`src/nvmcic_pkg.sv`:
```
/*
  Shared constants and types of the memory command-issue front end.
  Assumes both ends and the bench import it whole.
*/
package nvmcic_pkg;
  // Register byte offsets on the peripheral-side register port
  localparam logic [7:0] OFF_CMD_CTRL = 8'h00;
  localparam logic [7:0] OFF_CTRL2 = 8'h04;
  localparam logic [7:0] OFF_INT_FLAGS = 8'h14;
  localparam logic [7:0] OFF_STATUS = 8'h18;

  // Command control fields
  localparam logic [7:0] EXEC_KEY = 8'hA5;
  localparam int CMD_LSB = 0;
  localparam int CMD_W = 7;
  localparam int KEY_LSB = 8;
  localparam int KEY_W = 8;
  localparam logic [15:0] CMD_CTRL_RESET = 16'h0000;

  // Second control fields
  localparam int C2_EN_BIT = 0;
  localparam int C2_WS_LSB = 1;
  localparam int C2_WS_W = 4;
  localparam int C2_SPM_LSB = 8;
  localparam int C2_SPM_W = 2;
  localparam logic [3:0] WS_RESET = 4'h0;
  localparam logic [1:0] SPM_RESET = 2'h0;
  localparam logic [1:0] SPM_OFF = 2'h3;

  // Flag and status bit positions
  localparam int IF_READY_BIT = 0;
  localparam int ST_PROGRAMMING_ERROR_BIT = 2;

  typedef enum logic [1:0] {DS_IDLE, DS_PEND, DS_EXEC} nvmcic_dev_st_e;

  typedef enum logic [3:0] {
    HS_IDLE, HS_POLL, HS_POLL_W, HS_CMD, HS_CMD_W, HS_ST, HS_ST_W,
    HS_CLR, HS_CLR_W, HS_DIS, HS_DIS_W, HS_CFG, HS_CFG_W
  } nvmcic_host_st_e;
endpackage : nvmcic_pkg

```
`src/nvmcic_if.sv`:
```
/*
  Register port between the software-side issuer and the controller.
  Assumes one clock, ref_clk, shared by both ends.
*/
interface nvmcic_if;
  logic req_valid;
  logic req_write;
  logic [7:0] req_addr;
  logic [3:0] req_be;
  logic [31:0] req_wdata;
  logic rsp_valid;
  logic rsp_err;
  logic [31:0] rsp_rdata;

  modport dev (
    input req_valid, req_write, req_addr, req_be, req_wdata,
    output rsp_valid, rsp_err, rsp_rdata
  );
  modport host (
    output req_valid, req_write, req_addr, req_be, req_wdata,
    input rsp_valid, rsp_err, rsp_rdata
  );
endinterface : nvmcic_if

```
`src/nvmcic_dev.sv`:
```
/*
  Controller end: command register with key check, error status,
  deferral behind memory-side fetches, sleep power control, and the
  read-back of second control, interrupt flags and status.
  Only one command is in flight; a second one is refused, not queued.
  Assumes the array reports busy and done, and one clock for all.
  Assumes memory-side fetch and write protection arrive as levels
  already settled in this clock domain.
*/
module nvmcic_dev
  import nvmcic_pkg::*;
(
  input wire logic ref_clk, // 250 MHz clock
  input wire logic srst, // Synchronous reset, active high
  nvmcic_if.dev bus, // Register port
  input wire logic ahb_access, // Memory-side fetch this cycle
  input wire logic array_busy, // Array still working
  input wire logic array_done, // Array finished command, pulse
  input wire logic pac_wp, // Write protection active
  input wire logic sleep, // Device in sleep
  input wire logic standby, // Device in standby
  output logic array_start, // Start command, pulse
  output logic [6:0] array_cmd, // Command code to array
  output logic [3:0] wait_states, // Fetch wait states
  output logic module_en, // Module enable
  output logic ready, // Ready flag level
  output logic low_power, // Array low-power request
  output logic page_buf_lost, // Page buffer dropped, pulse
  output logic wake_req // Wake request, pulse
);

  typedef struct packed {
    nvmcic_dev_st_e st;
    logic [CMD_W-1:0] cmd;
    logic issued;
    logic programming_error;
    logic en;
    logic [C2_WS_W-1:0] ws;
    logic [C2_SPM_W-1:0] spm;
    logic rsp_v;
    logic rsp_e;
    logic [31:0] rdata;
    logic start;
    logic lp;
    logic lost;
    logic wake;
  } nvmcic_dev_s;

  nvmcic_dev_s q;
  nvmcic_dev_s d;

  logic wr;
  logic hit_cc;
  logic hit_c2;
  logic hit_if;
  logic hit_st;
  logic key_wr;
  logic good;
  logic busy_err;
  logic clr_pe;
  logic lp_now;
  logic [KEY_W-1:0] key_rd;
  logic key_ok;
  logic both_lanes;
  logic path_free;

  // Address decode and write qualification
  assign wr = bus.req_valid & bus.req_write;
  assign hit_cc = bus.req_addr == OFF_CMD_CTRL;
  assign hit_c2 = bus.req_addr == OFF_CTRL2;
  assign hit_if = bus.req_addr == OFF_INT_FLAGS;
  assign hit_st = bus.req_addr == OFF_STATUS;
  // A write touching the key lane counts as a command attempt unless write protection is active
  assign key_wr = wr & hit_cc & ~pac_wp & bus.req_be[1];
  // Key compare looks at lane one only
  assign key_ok = bus.req_wdata[KEY_LSB +: KEY_W] == EXEC_KEY;
  // A key without its code lane is treated like a wrong key
  assign both_lanes = bus.req_be[1] & bus.req_be[0];
  assign good = key_wr & both_lanes & key_ok;
  // Launch only when neither a fetch nor the array holds the port
  assign path_free = ~ahb_access & ~array_busy;
  // A valid key while a command is still held or running
  assign busy_err = good & (q.st != DS_IDLE);
  // Status is outside write protection, so no pac_wp term
  assign clr_pe = wr & hit_st & bus.req_be[0] & bus.req_wdata[ST_PROGRAMMING_ERROR_BIT];
  // Standby forces low power whatever the mode field says
  assign lp_now = standby | (sleep & (q.spm != SPM_OFF));
  // Bit 0 of the key field shows that no command was ever taken
  assign key_rd = {{(KEY_W-1){1'b0}}, ~q.issued};

  // Next-state logic
  always_comb begin
    d = q;
    d.start = 1'b0;
    d.wake = 1'b0;
    // Sequencer. No debug input exists, so a core halted by a debugger
    // leaves command launch, deferral and completion untouched
    unique case (q.st)
      DS_IDLE: begin
        if (good) begin
          d.cmd = bus.req_wdata[CMD_LSB +: CMD_W];
          d.issued = 1'b1;
          // Fetch in the same cycle defers the command
          if (!path_free) begin
            d.st = DS_PEND;
          end else begin
            d.st = DS_EXEC;
            d.start = 1'b1;
          end
        end
      end
      // Held command waits here; the code register keeps it meanwhile
      DS_PEND: begin
        if (path_free) begin
          d.st = DS_EXEC;
          d.start = 1'b1;
        end
      end
      // Ready stays low until the array says done; there is no timeout,
      // so an array that never answers keeps the port busy
      DS_EXEC: begin
        if (array_done) begin
          d.st = DS_IDLE;
          d.wake = sleep;
        end
      end
    endcase
    // Error flag: a set in the clearing cycle wins,
    // so a refused write is never lost to a racing clear
    d.programming_error = (q.programming_error & ~clr_pe) | (key_wr & ~good) | busy_err;
    // Second control; fields are enable-protected
    // The enable bit itself stays writable so software can switch off
    if (wr & hit_c2 & ~pac_wp) begin
      if (bus.req_be[0]) begin
        d.en = bus.req_wdata[C2_EN_BIT];
        if (~q.en) begin
          d.ws = bus.req_wdata[C2_WS_LSB +: C2_WS_W];
        end
      end
      if (bus.req_be[1] & ~q.en) begin
        d.spm = bus.req_wdata[C2_SPM_LSB +: C2_SPM_W];
      end
    end
    // Read answer one cycle after the request, any lane width
    // Reads ignore byte enables; the reader drops lanes it did not ask for
    d.rsp_v = bus.req_valid;
    d.rsp_e = bus.req_valid & ~(hit_cc | hit_c2 | hit_if | hit_st);
    d.rdata = 32'h0000_0000;
    if (bus.req_valid & ~bus.req_write) begin
      if (hit_cc) begin
        d.rdata[KEY_LSB +: KEY_W] = key_rd;
        d.rdata[CMD_LSB +: CMD_W] = q.cmd;
      end else if (hit_c2) begin
        d.rdata[C2_EN_BIT] = q.en;
        d.rdata[C2_WS_LSB +: C2_WS_W] = q.ws;
        d.rdata[C2_SPM_LSB +: C2_SPM_W] = q.spm;
      end else if (hit_if) begin
        d.rdata[IF_READY_BIT] = q.st == DS_IDLE;
      end else if (hit_st) begin
        d.rdata[ST_PROGRAMMING_ERROR_BIT] = q.programming_error;
      end
    end
    // Low-power request, buffer loss on each entry
    // The buffer drops in standby too, even with the power mode off
    d.lp = lp_now;
    d.lost = lp_now & ~q.lp;
  end

  // State register
  always_ff @(posedge ref_clk) begin
    if (srst) begin
      q <= '{st: DS_IDLE, cmd: CMD_CTRL_RESET[CMD_W-1:0], issued: 1'b0,
             programming_error: 1'b0, en: 1'b0, ws: WS_RESET, spm: SPM_RESET,
             rsp_v: 1'b0, rsp_e: 1'b0, rdata: 32'h0000_0000,
             start: 1'b0, lp: 1'b0, lost: 1'b0, wake: 1'b0};
    end else begin
      q <= d;
    end
  end

  // Outputs all from flops; ready is a plain decode of the state
  // register, so it needs no flop of its own
  assign bus.rsp_valid = q.rsp_v;
  assign bus.rsp_err = q.rsp_e;
  assign bus.rsp_rdata = q.rdata;
  assign array_start = q.start;
  assign array_cmd = q.cmd;
  assign wait_states = q.ws;
  assign module_en = q.en;
  assign ready = q.st == DS_IDLE;
  assign low_power = q.lp;
  assign page_buf_lost = q.lost;
  assign wake_req = q.wake;

endmodule : nvmcic_dev

```
`src/flat_wrapper.sv`:
```
// flat-port wrapper written by rule: the top's interface ports become plain ports
module nvmcic_dev_flat import nvmcic_pkg::*;
  (ref_clk, srst, ahb_access, array_busy, array_done, pac_wp, sleep, standby, array_start, array_cmd, wait_states, module_en, ready, low_power, page_buf_lost, wake_req, bus_req_valid, bus_req_write, bus_req_addr, bus_req_be, bus_req_wdata, bus_rsp_valid, bus_rsp_err, bus_rsp_rdata);
  nvmcic_if bus_i ();
  input wire logic ref_clk;
  input wire logic srst;
  input wire logic ahb_access;
  input wire logic array_busy;
  input wire logic array_done;
  input wire logic pac_wp;
  input wire logic sleep;
  input wire logic standby;
  output logic array_start;
  output logic [6:0] array_cmd;
  output logic [3:0] wait_states;
  output logic module_en;
  output logic ready;
  output logic low_power;
  output logic page_buf_lost;
  output logic wake_req;
  input wire logic [$bits(bus_i.req_valid)-1:0] bus_req_valid;
  input wire logic [$bits(bus_i.req_write)-1:0] bus_req_write;
  input wire logic [$bits(bus_i.req_addr)-1:0] bus_req_addr;
  input wire logic [$bits(bus_i.req_be)-1:0] bus_req_be;
  input wire logic [$bits(bus_i.req_wdata)-1:0] bus_req_wdata;
  output wire logic [$bits(bus_i.rsp_valid)-1:0] bus_rsp_valid;
  output wire logic [$bits(bus_i.rsp_err)-1:0] bus_rsp_err;
  output wire logic [$bits(bus_i.rsp_rdata)-1:0] bus_rsp_rdata;
  assign bus_i.req_valid = bus_req_valid;
  assign bus_i.req_write = bus_req_write;
  assign bus_i.req_addr = bus_req_addr;
  assign bus_i.req_be = bus_req_be;
  assign bus_i.req_wdata = bus_req_wdata;
  assign bus_rsp_valid = bus_i.rsp_valid;
  assign bus_rsp_err = bus_i.rsp_err;
  assign bus_rsp_rdata = bus_i.rsp_rdata;
  nvmcic_dev u_core (.ref_clk(ref_clk), .srst(srst), .bus(bus_i), .ahb_access(ahb_access), .array_busy(array_busy), .array_done(array_done), .pac_wp(pac_wp), .sleep(sleep), .standby(standby), .array_start(array_start), .array_cmd(array_cmd), .wait_states(wait_states), .module_en(module_en), .ready(ready), .low_power(low_power), .page_buf_lost(page_buf_lost), .wake_req(wake_req));
endmodule
```
`config.mk`:
```
export PLATFORM = sky130hd
export DESIGN_NAME = nvmcic_dev_flat
export DESIGN_NICKNAME = d
export VERILOG_FILES = /design/src/nvmcic_pkg.sv /design/src/nvmcic_if.sv /design/src/nvmcic_dev.sv /design/src/flat_wrapper.sv
export SDC_FILE = /design/constraint.sdc
export NUM_CORES = 1
export LEC_CHECK = 0
export ABC_AREA = 1
export ABC_CLOCK_PERIOD_IN_PS = 1300
export BUFFER_PORTS_ARGS = -buffer_cell sky130_fd_sc_hd__buf_4
export CAP_MARGIN = 0
export CORE_UTILIZATION = 43
export CTS_CLUSTER_DIAMETER = 150
export DETAILED_ROUTE_END_ITERATION = 10
export HOLD_SLACK_MARGIN = 0.05
export PLACE_DENSITY_LB_ADDON = 0.12
export REMOVE_ABC_BUFFERS = 1
export SETUP_SLACK_MARGIN = 0.02
export SLEW_MARGIN = 20
export SYNTH_ARGS = -nofsm -noshare
export SYNTH_HDL_FRONTEND = slang
export SYNTH_SLANG_ARGS = --single-unit
export TNS_END_PERCENT = 50
```
`constraint.sdc`:
```
create_clock -name ref_clk -period 1.3 [get_ports ref_clk]
set_input_delay 0.065 -clock ref_clk [delete_from_list [all_inputs] [get_ports ref_clk]]
set_output_delay 0.065 -clock ref_clk [all_outputs]
set_load 0.05 [all_outputs]
```
==> out/qor.csv <==
metric,value,unit
DP HPWL,2641,um
Vias/cell,4.418,
most frequent cells in the layout,"buf_4 (67), nor2_1 (34), dfxtp_1 (32)",
Setup Skew,0.004641,ns
Pre-antenna DRT Iters,4,
TritonCTS Buffers,5,
# nets final,351,
max capacitance violation total,0,
Reg2Reg Setup Slack,0.12,ns
core area,3799,um^2
WS Path Type,reg -> out,
Die Ht,65.94,um
DR WL/cell,10.41,um
number of routed nets with antenna violations,0,
"Slew Viols, Final",0,
clk_lat worst skew,0.28,ns
Post-Route WL,3560,um
"CTS clk-pin slew, worst paths",0.07,ns
DP Cell Count,326,
Synth Register Bits,33,
Critical Path AT,1.16,ns
leak pwr,1.088,nW
Area Growth Syn to Fin,29.25,%
DR vias,1511,
crit end category,output pin,
CTS sink cnt,33,
initial antenna violation count,0,
Max H-tree Level,2,
area of the mapped netlist,1758,um^2
Initial Util,0.4628,
gr usage total,0.1776,
Final Instance Count excl. Fillers,342,
"leading cell type in the layout, fill and taps excluded",buf_4,
cell count after synthesis,234,
Ports,105,
layout cell share with drive strength beyond 1,0.3231,
first-pass GRT wire length,5844,um
Die ar.,4348,um^2
global route overflow,0,
syn avg cell area,7.513,um^2
Worst Path Required,1.24,ns
Netlist cell types,30,
Final Cycle Share,0.9454,
Root Driver,clkbuf_8,
GPL Wtd Cong,0.7915,
CTS tree,done,
Setup-failing EPs final,0,
Clock Path Buffers,2,
critical path startpoint category,flip-flop,
Row Count,22,
Power Dens Cells,975.7,nW/um^2
Worst Hold Class,in -> reg,
vias in the first global route,1340,
Peak VDD IR,0.4089,mV
status,finished clean,
die width,65.94,um
Setup TNS,0,ns
Crit Path Max Fanout,5,
# port buffers,62,
n_diodes,0,
Max Fclk,0.8137,GHz
largest net degree at the start of global routing,15,
final core utilization,0.5982,
Iter 0 DRT Violations,75,
RSZ-0062 raised after global routing,yes,
"Hold Vio Cnt, Final",0,
Hold WS,0.06700,ns
Residual DRC,0,
Final Worst Setup Slack,0.07103,ns
post-synthesis sequential area ratio,0.3758,
pre-CTS setup slack,-0.01623,ns
Final min period,1.229,ns
yosys synthesis warning count,0,
[what timing repair did]
| action | CTS | global route |
|---|---|---|
| endpoints found under the hold margin | 8 | 0 |
| resized for setup | 4 | 4 |
| setup buffers | 0 | 0 |
| hold buffers | 9 | 0 |
| setup endpoints to repair | 3 | 3 |
[cell type report]
cell class                 instances  area [um^2]
sequential                        33        661.9
timing repair buffer              77        604.3
clock buffer                       7        86.33
tap                               48        60.06
inverter                          27        101.3
fill                             364         1526
multi-input combinational        150        758.2
[state kept, by name, summed over array words and instances (netlist names)]
| signal | flops |
|---|---|
| u_core.bus.rsp_rdata | 9 |
| u_core.bus.rsp_valid | 1 |
| u_core.array_cmd | 7 |
| u_core.module_en | 1 |
| u_core.page_buf_lost | 1 |
| u_core.array_start | 1 |
| u_core.q | 6 |
| u_core.bus.rsp_err | 1 |
| u_core.wait_states | 4 |
| u_core.low_power | 1 |
| u_core.wake_req | 1 |
[per-stage QoR]
stage | total power [mW] | instance area (um^2)
2_1_floorplan | 1.301 | 1499
3_3_place_gp | 1.435 | 2069
3_5_place_dp | 1.436 | 2069
4_1_cts | 2.232 | 2263
5_1_grt | 2.310 | 2272
6_report | 2.217 | 2272
[cell families (layout without fill, tap and decap cells)]
family                     count (synthesis)  after routing  share of synthesized area
other                                      1             23                   0.002133
AOI/OAI and AO/OA                         34             34                     0.1110
adders and majority gates                  3              3                    0.02135
DFF                                       33             33                     0.3758
buffers and inverters                     73            111                     0.2519
and+or+nand+nor                           90             90                     0.2377
[synth_stat cells]
| master | count | area share |
|---|---|---|
| buf_4 | 43 | 0.18 |
| nor2_1 | 34 | 0.073 |
| dfxtp_1 | 33 | 0.38 |
| inv_1 | 26 | 0.056 |
| nand2_1 | 25 | 0.053 |
| o21ai_0 | 13 | 0.037 |
| nand3_1 | 11 | 0.031 |
| a21oi_1 | 10 | 0.028 |
| nor3_1 | 6 | 0.017 |
| ha_1 | 3 | 0.021 |
| nand2_2 | 3 | 0.011 |
| nor2_2 | 3 | 0.011 |
| nor2_4 | 3 | 0.019 |
| a211oi_1 | 2 | 0.0085 |
| a21oi_2 | 2 | 0.010 |
| nand4_1 | 2 | 0.0071 |
| o21ai_1 | 2 | 0.0057 |
| a22oi_1 | 1 | 0.0043 |
| and3_1 | 1 | 0.0036 |
| buf_1 | 1 | 0.0021 |
| buf_6 | 1 | 0.0064 |
| clkbuf_1 | 1 | 0.0021 |
| conb_1 | 1 | 0.0021 |
| inv_2 | 1 | 0.0021 |
| nand2_4 | 1 | 0.0064 |
| nor3_2 | 1 | 0.0057 |
| o211ai_1 | 1 | 0.0043 |
| o21ai_2 | 1 | 0.0050 |
| o21bai_1 | 1 | 0.0043 |
| o22ai_1 | 1 | 0.0036 |
[power by group]
part / internal [mW] / switching (mW)
registers: 1.02 / 0.00443
logic: 0.139 / 0.283
clock network: 0.420 / 0.350
total: 1.58 / 0.637
[critical path, stage by stage (launching register included)]
cell and delay, ns:
dfxtp_1 0.35, inv_2 0.07, ha_4 0.18, buf_4 0.14, buf_6 0.14
[routing by layer]
layer | vias to the layer above | part of all wire | global-route usage
li1 | 789 | - | -
met1 | 646 | 0.45 | 0.2049
met2 | 72 | 0.47 | 0.3138
met3 | 4 | 0.065 | 0.04483
met4 | 0 | 0.013 | 0.06383
met5 | - | 0 | 0
[worst paths after layout]
kind | cells past startpoint | endpoint | start
worst min register to register | 1 | u_core.page_buf_lost$_SDFF_PP0_ | u_core.low_power$_SDFF_PP0_
worst min-delay path | 3 | u_core.array_cmd[0]$_SDFFE_PP0P_ | bus_req_wdata[0]
worst max register to register | 7 | u_core.q[55]$_SDFFE_PP0P_ | u_core.q[55]$_SDFFE_PP0P_
worst max-delay path | 4 | ready | u_core.q[55]$_SDFFE_PP0P_
No activity file was read; power rests on OpenSTA's default activity.
